**src/core/reset_ctl_pkg.sv**
```systemverilog
// package: constants, register map and types for the reset cause and brownout control block
package reset_ctl_pkg;
  // ==========================================================
  // clock and timing
  localparam int CLK_PERIOD_NS = 25;
  localparam int BROWNOUT_MIN_DURATION_NS = 1000;
  localparam int PIN_FILTER_NS = 200;
  // least times round up to whole cycles
  localparam int BROWNOUT_MIN_CYC = (BROWNOUT_MIN_DURATION_NS + CLK_PERIOD_NS - 1) / CLK_PERIOD_NS;
  localparam int PIN_FILTER_CYC = (PIN_FILTER_NS + CLK_PERIOD_NS - 1) / CLK_PERIOD_NS;
  localparam logic [7:0] BROWNOUT_MIN_LAST = 8'(BROWNOUT_MIN_CYC - 1);
  localparam logic [7:0] PIN_FILTER_LAST = 8'(PIN_FILTER_CYC - 1);
  // power-up timer: 11-bit, 2048 low-frequency oscillator ticks
  localparam int PUT_WIDTH = 11;
  localparam logic [10:0] PUT_LAST = 11'h7FF;
  // oscillator start-up timer: 1024 external oscillator cycles
  localparam logic [9:0] OSC_START_LAST = 10'h3FF;
  // ==========================================================
  // register map
  localparam logic [1:0] ADDR_RESET_CAUSE_CONTROL = 2'h0;
  localparam logic [1:0] ADDR_RESET_STATUS = 2'h1;
  // reset_cause_control field positions
  localparam int BIT_INT_PRIO_EN = 7;
  localparam int BIT_SW_BROWNOUT_EN = 6;
  localparam int BIT_RESET_INSTR_N = 4;
  localparam int BIT_WDOG_TIMEOUT_N = 3;
  localparam int BIT_POWER_DOWN_N = 2;
  localparam int BIT_POWER_ON_N = 1;
  localparam int BIT_BROWNOUT_N = 0;
  // reset_status field positions
  localparam int BIT_STAT_DETECT_ON = 0;
  localparam int BIT_STAT_REF_REQ = 1;
  localparam int BIT_STAT_CORE_HELD = 2;
  localparam int BIT_STAT_PIN_LEVEL = 3;
  // brownout enable modes
  localparam logic [1:0] MODE_OFF = 2'h0;
  localparam logic [1:0] MODE_SOFTWARE = 2'h1;
  localparam logic [1:0] MODE_SLEEP_OFF = 2'h2;
  localparam logic [1:0] MODE_ALWAYS = 2'h3;
  // ==========================================================
  // types
  typedef enum logic [2:0] {ST_POWER_ON, ST_BROWNOUT, ST_PUT, ST_OSC_START, ST_RUN} seq_e;
  // configuration word fields
  typedef struct packed {
    logic [1:0] brownout_enable_mode;
    logic [1:0] brownout_threshold_select;
    logic power_up_timer_disable_n;
    logic external_reset_pin_enable;
    logic crystal_mode;
  } cfg_s;
  // register port request
  typedef struct packed {
    logic [1:0] addr;
    logic [7:0] wdata;
    logic wr;
    logic rd;
  } reg_req_s;
endpackage

```
**src/core/reset_ctl.sv**
```systemverilog
// reset cause register, brownout control, pin filter and power-up sequencing
// ==========================================================
// Function
// bit 7 turns two-level interrupt priority on
// software enable works only in mode 01
// software enable resets to 1 in mode 01
// reset instruction clears bit 4, firmware sets
// watchdog flag set by clear/sleep, cleared by timeout
// power-down flag set by clear, cleared by sleep
// power-on flag cleared by power-on only
// brownout flag cleared by brownout or power-on
// firmware re-arms both flags after power-on
// filtered low pin resets, pull-up enabled
// internal resets never drive the pin low
// disabled pin is a plain digital input
// supply rising gives a power-on reset
// long low supply resets until recovery
// low supply restarts the power-up timer
// brownout and timer enabled separately
// mode 10 disables detection during sleep
// modes 11 and 00 fixed by hardware
// detection needs reference stable first
// timer counts 2048 low-frequency ticks
// timer runs only when disable bit 0
// threshold only from configuration bits
// oscillator start-up waits 1024 crystal cycles
// reset release goes through two flops
`timescale 1ns/1ps
module reset_ctl (
  // clock and reset
  input wire logic i_core_clk,
  input wire logic i_sys_rst,
  // register port
  input wire reset_ctl_pkg::reg_req_s i_reg,
  output logic [7:0] o_reg_rdata,
  // configuration word
  input wire reset_ctl_pkg::cfg_s i_cfg,
  // analog detectors and oscillators
  input wire logic i_supply_ok,
  input wire logic i_supply_low,
  input wire logic i_reference_stable_flag,
  input wire logic i_low_freq_osc_tick,
  input wire logic i_ext_osc_tick,
  // core events
  input wire logic i_reset_instr,
  input wire logic i_watchdog_timeout,
  input wire logic i_watchdog_clear_instr,
  input wire logic i_sleep_instr,
  input wire logic i_sleeping,
  // external reset pin
  input wire logic i_external_reset_pin_n,
  output logic o_pin_out,
  output logic o_pin_oe,
  output logic o_pin_pullup_en,
  output logic o_pin_digital_in,
  // controls toward core and analog
  output logic o_core_rst_n,
  output logic o_interrupt_priority_enable,
  output logic o_brownout_detect_en,
  output logic o_fixed_voltage_reference_req,
  output logic [1:0] o_brownout_threshold_select
);
  import reset_ctl_pkg::*;

  // ==========================================================
  // state
  seq_e state; // reset sequencer state
  seq_e next_state;
  logic supply_ok_q; // previous supply detect level
  logic [7:0] low_cnt; // low supply duration counter
  logic [7:0] pin_cnt; // pin low filter counter
  logic pin_rst; // filtered pin reset level
  logic [10:0] put_cnt; // power-up timer count
  logic [9:0] osc_cnt; // start-up timer count
  logic soft_rst; // one-cycle internal reset hold
  logic sync1, sync2; // release synchroniser
  // register bits
  logic interrupt_priority_enable;
  logic software_brownout_enable;
  logic reset_instr_flag_n;
  logic watchdog_timeout_flag_n;
  logic power_down_flag_n;
  logic power_on_flag_n;
  logic brownout_flag_n;

  // ==========================================================
  // decode
  wire power_on_evt = i_sys_rst | (i_supply_ok & ~supply_ok_q);
  wire mode_sw = (i_cfg.brownout_enable_mode == MODE_SOFTWARE);
  // detection enable per mode
  wire detect_en = mode_sw ? software_brownout_enable :
                   (i_cfg.brownout_enable_mode == MODE_SLEEP_OFF) ? ~i_sleeping :
                   (i_cfg.brownout_enable_mode == MODE_ALWAYS);
  wire sensing = detect_en & i_reference_stable_flag;
  wire low_seen = sensing & i_supply_low;
  wire brownout_evt = low_seen & (low_cnt == BROWNOUT_MIN_LAST);
  wire pin_low = i_cfg.external_reset_pin_enable & ~i_external_reset_pin_n;
  wire pin_evt = pin_low & ~pin_rst & (pin_cnt == PIN_FILTER_LAST);
  wire wdog_reset = i_watchdog_timeout & ~i_sleeping;
  wire reg_wr_rc = i_reg.wr & (i_reg.addr == ADDR_RESET_CAUSE_CONTROL);
  wire put_done = i_low_freq_osc_tick & (put_cnt == PUT_LAST);
  wire osc_done = i_ext_osc_tick & (osc_cnt == OSC_START_LAST);
  wire core_hold = (state != ST_RUN) | pin_rst | soft_rst;
  wire sw_bit_read = mode_sw & software_brownout_enable;
  wire [7:0] rc_read = {interrupt_priority_enable, sw_bit_read, 1'b0, reset_instr_flag_n,
                        watchdog_timeout_flag_n, power_down_flag_n, power_on_flag_n,
                        brownout_flag_n};
  wire [7:0] stat_read = {4'h0, i_external_reset_pin_n, core_hold, detect_en, detect_en};
  wire [7:0] rd_mux = (i_reg.addr == ADDR_RESET_CAUSE_CONTROL) ? rc_read :
                      (i_reg.addr == ADDR_RESET_STATUS) ? stat_read : 8'h00;

  // timer stage that follows a supply recovery
  function automatic seq_e after_supply(input cfg_s cfg);
    if (!cfg.power_up_timer_disable_n) begin
      after_supply = ST_PUT;
    end else if (cfg.crystal_mode) begin
      after_supply = ST_OSC_START;
    end else begin
      after_supply = ST_RUN;
    end
  endfunction

  // sequencer next state
  always_comb begin
    next_state = state;
    case (state)
      ST_POWER_ON: begin
        if (i_supply_ok) begin
          next_state = after_supply(i_cfg);
        end
      end
      ST_BROWNOUT: begin
        if (!i_supply_low) begin
          next_state = i_cfg.power_up_timer_disable_n ? ST_RUN : ST_PUT;
        end
      end
      ST_PUT: begin
        if (put_done) begin
          next_state = i_cfg.crystal_mode ? ST_OSC_START : ST_RUN;
        end
      end
      ST_OSC_START: begin
        if (osc_done) begin
          next_state = ST_RUN;
        end
      end
      ST_RUN: next_state = ST_RUN;
      default: next_state = ST_POWER_ON;
    endcase
    if (brownout_evt) begin
      next_state = ST_BROWNOUT;
    end
    if (!i_supply_ok) begin
      next_state = ST_POWER_ON;
    end
  end

  // ==========================================================
  // sequencer and counters
  always_ff @(posedge i_core_clk) begin
    supply_ok_q <= i_sys_rst ? 1'b0 : i_supply_ok;
    state <= i_sys_rst ? ST_POWER_ON : next_state;
  end

  // low supply duration filter
  always_ff @(posedge i_core_clk) begin
    if (i_sys_rst || !low_seen || brownout_evt) begin
      low_cnt <= 8'h00;
    end else begin
      low_cnt <= low_cnt + 8'h01;
    end
  end

  // power-up timer, reinitialised outside its state
  always_ff @(posedge i_core_clk) begin
    if (i_sys_rst || state != ST_PUT) begin
      put_cnt <= 11'h000;
    end else if (i_low_freq_osc_tick) begin
      put_cnt <= put_cnt + 11'h001;
    end
  end

  // oscillator start-up timer
  always_ff @(posedge i_core_clk) begin
    if (i_sys_rst || state != ST_OSC_START) begin
      osc_cnt <= 10'h000;
    end else if (i_ext_osc_tick) begin
      osc_cnt <= osc_cnt + 10'h001;
    end
  end

  // pin noise filter: short lows never reach the reset
  always_ff @(posedge i_core_clk) begin
    if (i_sys_rst || !pin_low) begin
      pin_cnt <= 8'h00;
      pin_rst <= 1'b0;
    end else begin
      pin_cnt <= (pin_cnt == PIN_FILTER_LAST) ? pin_cnt : pin_cnt + 8'h01;
      pin_rst <= pin_rst | pin_evt;
    end
  end

  // internal resets hold the core for one cycle
  always_ff @(posedge i_core_clk) begin
    soft_rst <= ~i_sys_rst & (i_reset_instr | wdog_reset);
  end

  // release through two flops, assertion at once
  always_ff @(posedge i_core_clk) begin
    if (i_sys_rst || core_hold) begin
      sync1 <= 1'b0;
      sync2 <= 1'b0;
    end else begin
      sync1 <= 1'b1;
      sync2 <= sync1;
    end
  end

  // ==========================================================
  // register bits
  always_ff @(posedge i_core_clk) begin
    if (power_on_evt) begin
      interrupt_priority_enable <= 1'b0;
    end else if (core_hold) begin
      interrupt_priority_enable <= 1'b0; // cleared by every reset
    end else if (reg_wr_rc) begin
      interrupt_priority_enable <= i_reg.wdata[BIT_INT_PRIO_EN];
    end
  end

  // software enable: loads from mode at power-on
  always_ff @(posedge i_core_clk) begin
    if (power_on_evt) begin
      software_brownout_enable <= mode_sw;
    end else if (!mode_sw) begin
      software_brownout_enable <= 1'b0;
    end else if (reg_wr_rc) begin
      software_brownout_enable <= i_reg.wdata[BIT_SW_BROWNOUT_EN];
    end
  end

  // cause flags; a hardware event wins over a firmware write
  always_ff @(posedge i_core_clk) begin
    if (power_on_evt) begin
      reset_instr_flag_n <= 1'b1;
      watchdog_timeout_flag_n <= 1'b1;
      power_down_flag_n <= 1'b1;
      power_on_flag_n <= 1'b0;
      brownout_flag_n <= 1'b0;
    end else if (brownout_evt) begin
      reset_instr_flag_n <= 1'b1;
      watchdog_timeout_flag_n <= 1'b1;
      power_down_flag_n <= 1'b1;
      brownout_flag_n <= 1'b0;
    end else begin
      if (i_reset_instr) begin
        reset_instr_flag_n <= 1'b0;
      end else if (reg_wr_rc) begin
        reset_instr_flag_n <= i_reg.wdata[BIT_RESET_INSTR_N];
      end
      if (i_watchdog_timeout) begin
        watchdog_timeout_flag_n <= 1'b0;
      end else if (i_watchdog_clear_instr || i_sleep_instr || pin_evt) begin
        watchdog_timeout_flag_n <= 1'b1;
      end
      if (i_sleep_instr || (i_sleeping && (pin_evt || i_watchdog_timeout))) begin
        power_down_flag_n <= 1'b0;
      end else if (i_watchdog_clear_instr) begin
        power_down_flag_n <= 1'b1;
      end
      if (reg_wr_rc) begin
        power_on_flag_n <= i_reg.wdata[BIT_POWER_ON_N];
        brownout_flag_n <= i_reg.wdata[BIT_BROWNOUT_N];
      end
    end
  end

  // ==========================================================
  // registered outputs
  always_ff @(posedge i_core_clk) begin
    if (i_sys_rst) begin
      o_reg_rdata <= 8'h00;
      o_core_rst_n <= 1'b0;
      o_pin_out <= 1'b0;
      o_pin_oe <= 1'b0;
      o_pin_pullup_en <= 1'b0;
      o_pin_digital_in <= 1'b0;
      o_interrupt_priority_enable <= 1'b0;
      o_brownout_detect_en <= 1'b0;
      o_fixed_voltage_reference_req <= 1'b0;
      o_brownout_threshold_select <= 2'h0;
    end else begin
      o_reg_rdata <= i_reg.rd ? rd_mux : 8'h00;
      o_core_rst_n <= sync2;
      o_pin_out <= 1'b0;
      o_pin_oe <= 1'b0;
      o_pin_pullup_en <= i_cfg.external_reset_pin_enable;
      o_pin_digital_in <= ~i_cfg.external_reset_pin_enable & i_external_reset_pin_n;
      o_interrupt_priority_enable <= interrupt_priority_enable;
      o_brownout_detect_en <= sensing;
      o_fixed_voltage_reference_req <= detect_en;
      o_brownout_threshold_select <= i_cfg.brownout_threshold_select;
    end
  end

  // ==========================================================
  // checking aids: length of the current sensed low supply
  logic [7:0] low_run; // consecutive low_seen cycles, saturating at the brownout limit
  // counts apart from the design filter so the brownout check does not reuse it
  always_ff @(posedge i_core_clk) begin
    if (i_sys_rst || !low_seen) begin
      low_run <= 8'h00;
    end else if (low_run != BROWNOUT_MIN_LAST) begin
      low_run <= low_run + 8'h01;
    end
  end
endmodule

```
**config.mk**
```make
export PLATFORM = sky130hd
export DESIGN_NAME = reset_ctl
export DESIGN_NICKNAME = d
export VERILOG_FILES = /design/src/core/reset_ctl_pkg.sv /design/src/core/reset_ctl.sv
export SDC_FILE = /design/constraint.sdc
export NUM_CORES = 1
export LEC_CHECK = 0
export BUFFER_PORTS_ARGS = -buffer_cell sky130_fd_sc_hd__buf_2
export CAP_MARGIN = 20
export CORE_ASPECT_RATIO = 1.2
export CORE_MARGIN = 3
export CORE_UTILIZATION = 49
export DETAILED_ROUTE_END_ITERATION = 16
export PLACE_DENSITY = 0.74
export SYNTH_ARGS = -nofsm -noshare
export SYNTH_HDL_FRONTEND = slang
export SYNTH_SLANG_ARGS = --single-unit
```
**constraint.sdc**
```tcl
create_clock -name i_core_clk -period 1.8 [get_ports i_core_clk]
set_clock_uncertainty 0.2 [all_clocks]
set_input_delay 0.36 -clock i_core_clk [delete_from_list [all_inputs] [get_ports i_core_clk]]
set_output_delay 0.36 -clock i_core_clk [all_outputs]
set_load 0.05 [all_outputs]
```
Word-level counts from Yosys, hierarchy flattened --
Index checks and enable logic that the tools add are counted.
Word-level totals: bits in registers 68, input port bits 32
Operators by class: muxes and demuxes 22, reductions and logical operators 27, bitwise operators 28, add/sub/neg operators 4, equality and inequality tests 22
Operators with widths (count):
- two-way mux 3 bit | 6
- adder 8 x 1 -> 8 bit (second input constant) | 2
- one-hot mux 3 bit (5 select lines) | 1
- bitwise AND 1 bit | 14
- two-way mux 1 bit | 13
- != test 3 bit (second input constant) | 4
- adder 11 x 1 -> 11 bit (second input constant) | 1
- equality test 11 bit (second input constant) | 1
- adder 10 x 1 -> 10 bit (second input constant) | 1
- equality test 10 bit (second input constant) | 1
- logical OR 1 bit | 10
- != test 3 x 2 -> 1 bit (second input constant) | 3
- inverter 1 bit | 9
- equality test 8 x 3 -> 1 bit (second input constant) | 1
- equality test 8 x 6 -> 1 bit (second input constant) | 1
- two-way mux 8 bit | 1
- OR reduction 2 bit | 4
- equality test 3 x 2 -> 1 bit (second input constant) | 2
- != test 2 bit (second input constant) | 3
- AND reduction 3 bit | 2
- nonzero test 2 bit | 3
- OR reduction 3 bit | 2
- OR 1 bit | 5
- equality test 2 x 1 -> 1 bit (second input constant) | 2
- other kinds (9) | 11

Logic depth before layout (Yosys ltp) --
Gate-level depths: netlist of run 1.
depth in word-level cells 8, mapped depth 6, depth with buffers taken out 5

Worst setup path before layout of run 1 --
OpenSTA, ideal clock, no wires.
kind reg2reg, start register low_cnt[3], end register state[1], stages on the path, launching flop included 5, required time 1.485 ns, arrival time 1.535 ns, buffers on the path 0, slack -0.050 ns, path through dfxtp_1 > or4b_4 > a2111oi_4 > nor3_2 > and2_1
Between the ends: cells in the longest elaborated chain, start to end 3
Ends and longest elaborated chain:
- from (decl) | RTL line reset_ctl.sv:70 | logic [7:0] low_cnt;
- from (signal assigned) | RTL line reset_ctl.sv:170 | low_cnt <= low_cnt + 8'h01;
- equality test 8 x 6 -> 1 bit | RTL line reset_ctl.sv:96 | wire brownout_evt = low_seen & (low_cnt == BROWNOUT_MIN_LAST);
- bitwise AND 1 bit | RTL line reset_ctl.sv:96
- OR reduction 3 bit (no line)
- to (signal assigned) | RTL line reset_ctl.sv:162 | state <= i_sys_rst ? ST_POWER_ON : next_state;
- to (decl) | RTL line reset_ctl.sv:67 | seq_e state;
No other way between the ends. A chain may end at the register's enable or synchronous reset.

Worst setup path in the final report of run 1 --
Ends and elaborated chain as after synthesis.

==> reports/metrics.cfg, run 1 <==
[pwr]
p_leak_nw = 1.50
ir_worst_vdd_mv = 0.441
powerDensity_nw_per_um2 = 876

[worst_setup_path]
criticalPathCategory = flip-flop to flip-flop
reg2reg_from = low_cnt[3]$_SDFF_PP0_
critPathTopFamily = simple AND/OR/NAND/NOR gates
start_kind = flip-flop
critPathLaunch = low_cnt[3]$_SDFF_PP0_
cp-end-kind = flip-flop
r2r-end = state[1]$_SDFFE_PP0P_
reg2regPathDepth = 5
arrival_ns = 1.84
path_cells = or4b_4 > a2111oi_4 > buf_4 > nor3_2 > and2_1
crit_buf_inv = 1
cp_max_fo = 6
crit_slowest_cell = or4b_4
rrSetupSlack_ns = -0.008
cp.required_ns = 1.83
max_stage_delay_ns = 0.56

[timing]
setup_violations = 1
fin_setup_tns_ns = -0.00814
hold_violations = 0
holdWs_ns = 0.0216
period_share = 1.00
fin_ws_ns = -0.00814
period_needed_ns = 1.81
rsz0062_at_grt = true
max_freq_mhz = 553
maxSlewViolCount = 0

[synth]
syn_area_sq_um = 2790
ys.flop_type = dfxtp_1
yosysSeqAreaShare = 0.485
netlist_instances = 302
synthTopCellsByArea = dfxtp_1 (47%), xor2_1 (6.6%), nor2_1 (6.5%)
synth_cell_type_count = 48
async_flop_share = 0
yosys.area.top_type_share = 0.474
synth-seq-cells = 67
synth_edf_count = 1
synth.avg_cell_area_sq_um = 9.23
yosys_warnings = 0
yosys.area.top_type = dfxtp_1

[placed_design]
port_buffers = 43
place.gp.congestion = 0.802
dpl_worst_slack_ns = -0.135
dp.cells = 433
hpwl_microns = 4150

[cts]
cts_root_buf = clkbuf_8
numCtsBuffers = 9
clk_pin_slew_ns = 0.07
insertion_delay_ns = 0.34
cts_hold_buffers = 0
cts-htree-levels = 3
cts_sinks = 67
cts_tree = built
clockBufferDepth = 2

[layout]
syn_to_final_growth_pct = 29.5
fillers = 418
antenna_cells = 0
finalNetCount = 422
final_common_cell = dfxtp_1
instances_no_fill = 453
drive_gt1_frac = 0.292
final_cell_mix = dfxtp_1 (62), nor2_1 (48), buf_2 (43), buf_4 (38), xor2_1 (21)

[floorplan]
start_util = 0.516
die_y_microns = 88.6
die_w_microns = 74.9
coreArea_sq_um = 5410
die-area_sq_um = 6640
ios = 50
rows = 29

[grt]
grt_pass1_vias = 2239
grt_overflow = 0
grt_max_degree = 13
grt_pass1_wl_microns = 9520
grt_usage = 0.187
antenna_found_initial = 0

[route]
vias_per_cell = 5.12
drc = 0
routed-via-count = 2321
ant_nets = 0
wire_per_inst_microns = 13.2
routed_wl_microns = 5990
drtIter0Drc = 92
first_pass_iters = 4

[outcome]
status = finished, violations left
violations = negative setup slack

[worst_hold_path]
min_to = o_pin_digital_in$_SDFF_PP0_
hold_class = input port to flip-flop
min_path_cells = 2
hp-start = i_cfg[1]

[job]
maxCapViolCount = 0

==> sequential cells by signal, summed over array words and instances, names as in the netlist, 2 cells and up <==
signal / count
put_cnt: 11
low_cnt: 8
state: 3
pin_cnt: 8
osc_cnt: 10
o_brownout_threshold_select: 2
o_reg_rdata: 7
==> worst max path at each step <==
stage	endpoint	depth (start not counted)
floorplan	state[1]$_SDFFE_PP0P_	4
global placement	low_cnt[6]$_SDFF_PP0_	5
detailed placement	low_cnt[2]$_SDFF_PP0_	5
CTS	state[1]$_SDFFE_PP0P_	5
global route	state[1]$_SDFFE_PP0P_	5
finish	state[1]$_SDFFE_PP0P_	5
==> worst register-to-register path, delay by kind of cell, from the launching register on <==
kind / cells / cell delay (ns)
AOI/OAI and AO/OA: 1 / 0.21
buffers and inverters: 1 / 0.21
DFF: 1 / 0.32
and+or+nand+nor: 3 / 0.77
==> metrics by stage <==
stage                     area (sq um)  power, mW  utilization
final                             3610       3.16        0.668
after global routing              3610       3.28        0.668
after CTS                         3560       3.18        0.659
after detailed placement          3290       1.79        0.609
after global placement            3290       1.78        0.609
after floorplan                   2800       1.70            -
==> Yosys cell counts (2+ instances only) <==
library cell,number
a21oi_1,7
xnor2_1,9
nor2_1,48
nor4_1,4
o21a_1,3
dfxtp_1,66
clkbuf_1,6
or3_1,3
and3_1,7
nor2b_1,7
ha_1,4
nand3b_1,4
buf_4,4
xor2_1,21
and2_1,9
nor3_1,4
nand2b_1,4
nand2_1,19
inv_1,8
nor4b_1,2
nand3_1,15
mux2i_1,6
nand4_1,8
nor3b_1,2
a31oi_1,2
o21ai_0,8
==> report_power, final <==
group	leakage (nW)	total (mW)	switching (mW)	internal, mW
logic	0.841	0.235	0.145	0.0895
clock network	0.108	1.40	0.586	0.817
registers	0.549	1.53	0.0136	1.51
==> metal layers <==
| layer | track usage | wire length [microns] | part of all wire |
|---|---|---|---|
| met5 | 0 | 0 | 0 |
| met4 | 0.112 | 140 | 0.023 |
| met2 | 0.313 | 3040 | 0.51 |
| met1 | 0.222 | 2590 | 0.43 |
| met3 | 0.0307 | 217 | 0.036 |
==> final cells by class <==
class / instances / area, sq um / share of cell area
multi-input cells: 218 / 1410 / 0.390
flip-flops and latches: 67 / 1360 / 0.375
repair buffers: 82 / 512 / 0.142
clock buffers: 10 / 138 / 0.0381
clock inverters: 6 / 88.8 / 0.0246
well taps: 62 / 77.6 / 0.0215
inverters: 8 / 30.0 / 0.00831
==> cell families after synthesis <==
logic type,count (synthesis),share of synthesized area
simple gates,144,0.268
flops,67,0.485
compound gates,31,0.0808
xor+xnor,30,0.0942
buf+inv,19,0.0314
mux,6,0.0215
fa+ha+maj,4,0.0179
other cells,1,0.00134
==> what timing repair did <==
action / 4_1_cts / 5_1_grt
resized for setup: 5 / 10
endpoints found under the setup margin: 14 / 13
buffers inserted: 3 / 1
pin swaps: 3 / 9
gates cloned: 0 / 0
No activity file was read; power rests on OpenSTA's default activity.
==> run 2: changes to the inputs <==
==> constraint.sdc (replaced) <==
create_clock -name i_core_clk -period 1.5 [get_ports i_core_clk]
set_clock_uncertainty 0.2 [all_clocks]
set_input_delay 0.3 -clock i_core_clk [delete_from_list [all_inputs] [get_ports i_core_clk]]
set_output_delay 0.3 -clock i_core_clk [all_outputs]
set_load 0.05 [all_outputs]
==> reports/metrics.cfg, run 2 (same netlist as run 1, synthesis figures left out) <==
[grt]
grt_overflow = 0  ; unchanged
grt_usage = 0.207  ; +0.0202
grt_pass1_wl_microns = 10600  ; +12%
grt_pass1_vias = 2519  ; +13%
grt_max_degree = 13  ; unchanged
antenna_found_initial = 0  ; unchanged

[worst_setup_path]
criticalPathCategory = flip-flop to flip-flop
cp_max_fo = 2  ; -4
cp-end-kind = flip-flop
arrival_ns = 1.86  ; +0.02 ns
start_kind = flip-flop
cp.required_ns = 1.56  ; -0.27 ns

[layout]
final_common_cell = buf_4
syn_to_final_growth_pct = 43.8
top_register = put_cnt
post-route-util = 0.742  ; +0.0736
fin_area_sq_um = 4010  ; +11%
largest_reg_flops = 11  ; unchanged
finalNetCount = 453  ; +7.3%
drive_gt1_frac = 0.405  ; +0.114
final_cell_mix = buf_4 (63), dfxtp_1 (56), nor2_1 (45), buf_2 (43), xor2_1 (21)
instances_no_fill = 484  ; +6.8%
fillers = 384  ; -8.1%
ff_latch_area_sq_um = 1360  ; +0.55%
top_regs = put_cnt (11), osc_cnt (10)
multi_input_area_sq_um = 1570  ; +12%
antenna_cells = 0  ; unchanged

[route]
drc = 0  ; unchanged
vias_per_cell = 5.16  ; +0.69%
ant_nets = 0  ; unchanged
routed_wl_microns = 6480  ; +8.2%
wire_per_inst_microns = 13.4  ; +1.3%
first_pass_iters = 4  ; unchanged
routed-via-count = 2497  ; +7.6%
drtIter0Drc = 74  ; -20%

[timing]
setup_violations = 18  ; +17
fin_ws_ns = -0.299  ; -0.291 ns
hold_violations = 0  ; unchanged
period_share = 1.20  ; +0.195
fin_setup_tns_ns = -3.40  ; -3.39 ns
period_needed_ns = 1.80  ; -0.00883 ns
max_freq_mhz = 556  ; +0.49%
maxSlewViolCount = 0  ; unchanged
holdWs_ns = 0.0109  ; -0.0107 ns
rsz0062_at_grt = true

[cts]
cts_sinks = 67  ; unchanged
clockBufferDepth = 2  ; unchanged
cts-htree-levels = 3  ; unchanged
numCtsBuffers = 9  ; unchanged
clk_pin_slew_ns = 0.08  ; about the same
cts_tree = built
cts_root_buf = clkbuf_8
insertion_delay_ns = 0.35  ; about the same

[floorplan]
die_w_microns = 74.9  ; unchanged
rows = 29  ; unchanged
coreArea_sq_um = 5410  ; unchanged
ios = 50  ; unchanged
die-area_sq_um = 6640  ; unchanged
die_y_microns = 88.6  ; unchanged
start_util = 0.516  ; unchanged

[placed_design]
port_buffers = 43  ; unchanged
hpwl_microns = 4360  ; +5.2%
dpl_worst_slack_ns = -0.290  ; -0.154 ns
dp.cells = 449  ; +3.7%
place.gp.congestion = 0.823  ; +2.5%
place_area_sq_um = 3480  ; +5.5%

[outcome]
violations = negative setup slack
status = finished, violations left

[pwr]
power_mw = 3.67  ; +16%
ir_worst_vdd_mv = 0.744  ; +69%
powerDensity_nw_per_um2 = 914  ; +4.4%
p_leak_nw = 1.69  ; +13%

[job]
maxCapViolCount = 0  ; unchanged

[worst_hold_path]
hold_class = input port to flip-flop

-- run 2: cell count changes in the layout (fill, tap and decap cells not counted), moves of 4 or more --
cell           change
a21oi_1            -4
dfxtp_1            -6
a21oi_2            +4
nor4_2             +4
buf_4             +25
dlygate4sd3_1      +5
dfxtp_2            +6
-- run 2: critical path, stage by stage, from the launching register on --
cell and delay (ns):
dfxtp_2 0.36, ha_4 0.14, nand4_1 0.13, o41ai_2 0.31, o221ai_1 0.26, nor4b_1 0.32
-- run 2: final cells by class --
class                           count  area share
Inverter                            8     0.00749
Multi-Input combinational cell    218       0.393
Timing Repair Buffer              113       0.190
Tap cell                           62      0.0193
Clock buffer                       11      0.0353
Sequential cell                    67       0.340
Clock inverter                      5      0.0156
-- run 2: what timing repair did --
item,in CTS,in global routing
pin swaps,12,24
gates cloned,0,0
hold endpoints to repair,6,0
setup endpoints to repair,26,39
resized for setup,22,24
hold buffers,5,0
setup buffers,16,11
-- run 2: metal layers --
| metal | wire (microns) | track usage |
|---|---|---|
| met5 | 0 | 0 |
| met4 | 130 | 0.117 |
| met3 | 238 | 0.0364 |
| met2 | 3380 | 0.354 |
| met1 | 2730 | 0.241 |
-- run 2: worst paths after layout --
kind	from	endpoint	slack, ns	cells after the start
hold reg to reg	sync2$_SDFF_PN0_	o_core_rst_n$_SDFF_PP0_	0.25	1
setup reg to reg	osc_cnt[0]$_SDFFE_PP0P_	state[2]$_SDFFE_PP0P_	-0.30	5
setup / recovery	osc_cnt[0]$_SDFFE_PP0P_	state[2]$_SDFFE_PP0P_	-0.30	5
hold / removal	i_sleep_instr	power_down_flag_n$_SDFFE_PP1P_	0.01	3
-- run 2: report_power, final --
group | leakage (nW) | switching, mW | internal [mW]
combinational | 1.04 | 0.178 | 0.128
clock | 0.0957 | 0.703 | 0.819
sequential | 0.552 | 0.0225 | 1.82
total | 1.69 | 0.904 | 2.76
==> run 3: changes to the inputs <==
--- a/config.mk
+++ b/config.mk
@@ -12,6 +12,7 @@
 export CORE_UTILIZATION = 49
 export DETAILED_ROUTE_END_ITERATION = 16
 export PLACE_DENSITY = 0.74
+export RECOVER_POWER = 25
 export SYNTH_ARGS = -nofsm -noshare
 export SYNTH_HDL_FRONTEND = slang
 export SYNTH_SLANG_ARGS = --single-unit
==> reports/metrics.cfg, run 3 (same netlist as run 1, synthesis figures left out) <==
[worst_setup_path]
start_kind = flip-flop
cp_max_fo = 2  ; unchanged
critPathLaunch = osc_cnt[0]$_SDFFE_PP0P_
cp-end-kind = flip-flop
rrSetupSlack_ns = -0.30  ; about the same
reg2reg_from = osc_cnt[0]$_SDFFE_PP0P_
setup.worst_path.end = state[2]$_SDFFE_PP0P_
reg2regPathDepth = 5  ; unchanged
criticalPathCategory = flip-flop to flip-flop
cp.required_ns = 1.56  ; about the same
r2r-end = state[2]$_SDFFE_PP0P_
arrival_ns = 1.86  ; about the same

[cts]
insertion_delay_ns = 0.34  ; about the same
numCtsBuffers = 9  ; unchanged
cts-htree-levels = 3  ; unchanged
cts_root_buf = clkbuf_8
clockBufferDepth = 2  ; unchanged
cts_sinks = 67  ; unchanged
clk_pin_slew_ns = 0.08  ; about the same
cts_tree = built

[timing]
period_needed_ns = 1.80  ; +0.00458 ns
maxSlewViolCount = 0  ; unchanged
hold_violations = 0  ; unchanged
setup_violations = 18  ; unchanged
period_share = 1.20  ; +0.00306
rsz0062_at_grt = true
fin_ws_ns = -0.304  ; -0.00458 ns
max_freq_mhz = 554  ; -0.25%

[grt]
grt_usage = 0.207  ; unchanged
grt_pass1_vias = 2519  ; unchanged
grt_max_degree = 13  ; unchanged
grt_pass1_wl_microns = 10600  ; unchanged
antenna_found_initial = 0  ; unchanged
grt_overflow = 0  ; unchanged

[floorplan]
die_w_microns = 74.9  ; unchanged
start_util = 0.516  ; unchanged
rows = 29  ; unchanged
die-area_sq_um = 6640  ; unchanged
coreArea_sq_um = 5410  ; unchanged
ios = 50  ; unchanged
die_y_microns = 88.6  ; unchanged

[route]
vias_per_cell = 5.14  ; -0.28%
routed-via-count = 2490  ; -0.28%
ant_nets = 0  ; unchanged
first_pass_iters = 4  ; unchanged
routed_wl_microns = 6470  ; -0.14%
drc = 0  ; unchanged
wire_per_inst_microns = 13.4  ; -0.14%
drtIter0Drc = 80  ; +8.1%

[outcome]
status = finished, violations left
violations = negative setup slack

[pwr]
p_leak_nw = 1.67  ; -0.98%
pwr-share-seq = 0.502  ; about the same
switchingPower_mw = 0.902  ; -0.25%
swShare = 0.246  ; about the same
powerDensity_nw_per_um2 = 915  ; +0.12%
combPwrFrac = 0.083  ; about the same
intPower_mw = 2.76  ; -0.13%
clkPwrFrac = 0.415  ; about the same
ir_worst_vdd_mv = 0.742  ; -0.31%

[layout]
fin_area_sq_um = 4000  ; -0.28%
syn_to_final_growth_pct = 43.4
drive_gt1_frac = 0.393  ; -0.0118
final_common_cell = buf_4
final_cell_mix = buf_4 (61), dfxtp_1 (56), nor2_1 (45), buf_2 (40), xor2_1 (21)
top_regs = put_cnt (11), osc_cnt (10)
antenna_cells = 0  ; unchanged
top_register = put_cnt
largest_reg_flops = 11  ; unchanged
finalNetCount = 453  ; unchanged

[placed_design]
hpwl_microns = 4360  ; unchanged
place.gp.congestion = 0.823  ; unchanged
port_buffers = 43  ; unchanged
place_area_sq_um = 3480  ; unchanged
dpl_worst_slack_ns = -0.290  ; unchanged

[worst_hold_path]
hp-start = i_sleep_instr
hold_class = input port to flip-flop
min_path_cells = 3  ; unchanged

[job]
maxCapViolCount = 0  ; unchanged

-- run 3: cell types whose count changed in the layout (fill, tap and decap cells not counted), sizes merged --
cell | previous run | this run
clkbuf | 11 | 16
buf | 108 | 103
-- run 3: repair_timing --
action	4_1_cts	5_1_grt
setup buffers	16	11
hold buffers	5	0
endpoints found under the setup margin	26	39
gates resized for setup	22	24
pin swaps	12	24
endpoints found under the hold margin	6	0
-- run 3: power by group through the flow --
stage	registers, mW	logic (mW)	clock network, mW
after CTS	1.83	0.291	1.55
after global placement	1.87	0.268	0
final	1.84	0.302	1.52
after floorplan	1.91	0.131	0
after global routing	1.84	0.327	1.64
after detailed placement	1.88	0.272	0
-- run 3: worst min path at each step --
stage	to
after floorplan	o_pin_digital_in$_SDFF_PP0_
final	power_down_flag_n$_SDFFE_PP1P_
after global routing	o_brownout_detect_en$_SDFF_PP0_
after CTS	power_down_flag_n$_SDFFE_PP1P_
after global placement	sync2$_SDFF_PN0_
after detailed placement	o_core_rst_n$_SDFF_PP0_
-- run 3: critical path: stages (launching register included) --
cell and delay (ns):
dfxtp_2 0.36, ha_4 0.14, nand4_1 0.13, o41ai_2 0.31, o221ai_1 0.26, nor4b_1 0.32
-- run 3: layout make-up --
| class | instances | area [sq um] |
|---|---|---|
| Fill cell | 387 | 1410 |
| Clock inverter | 5 | 62.6 |
| Inverter | 8 | 30.0 |
| Multi-Input combinational cell | 218 | 1570 |
| Sequential cell | 67 | 1360 |
| Tap cell | 62 | 77.6 |
| Timing Repair Buffer | 113 | 749 |
| Clock buffer | 11 | 141 |
-- run 3: layer usage --
metal  global-route usage  wire length, microns
met1                0.241                  2750
met2                0.354                  3380
met3               0.0364                   198
met4                0.117                   140
met5                    0                     0
-- run 3: through the flow --
stage | power, mW | hold slack [ns] | TNS [ns] | utilization | instances
final | 3.66 | 0.00945 | -3.43 | 0.740 | 484
after global routing | 3.81 | 0.0162 | -5.09 | 0.740 | 484
after CTS | 3.67 | 0.00317 | -1.89 | 0.714 | 476
after detailed placement | 2.15 | 0.231 | -3.34 | 0.643 | 449
after global placement | 2.14 | 0.215 | -2.50 | 0.643 | 449
after floorplan | 2.05 | 0.176 | -1.38 | - | 304
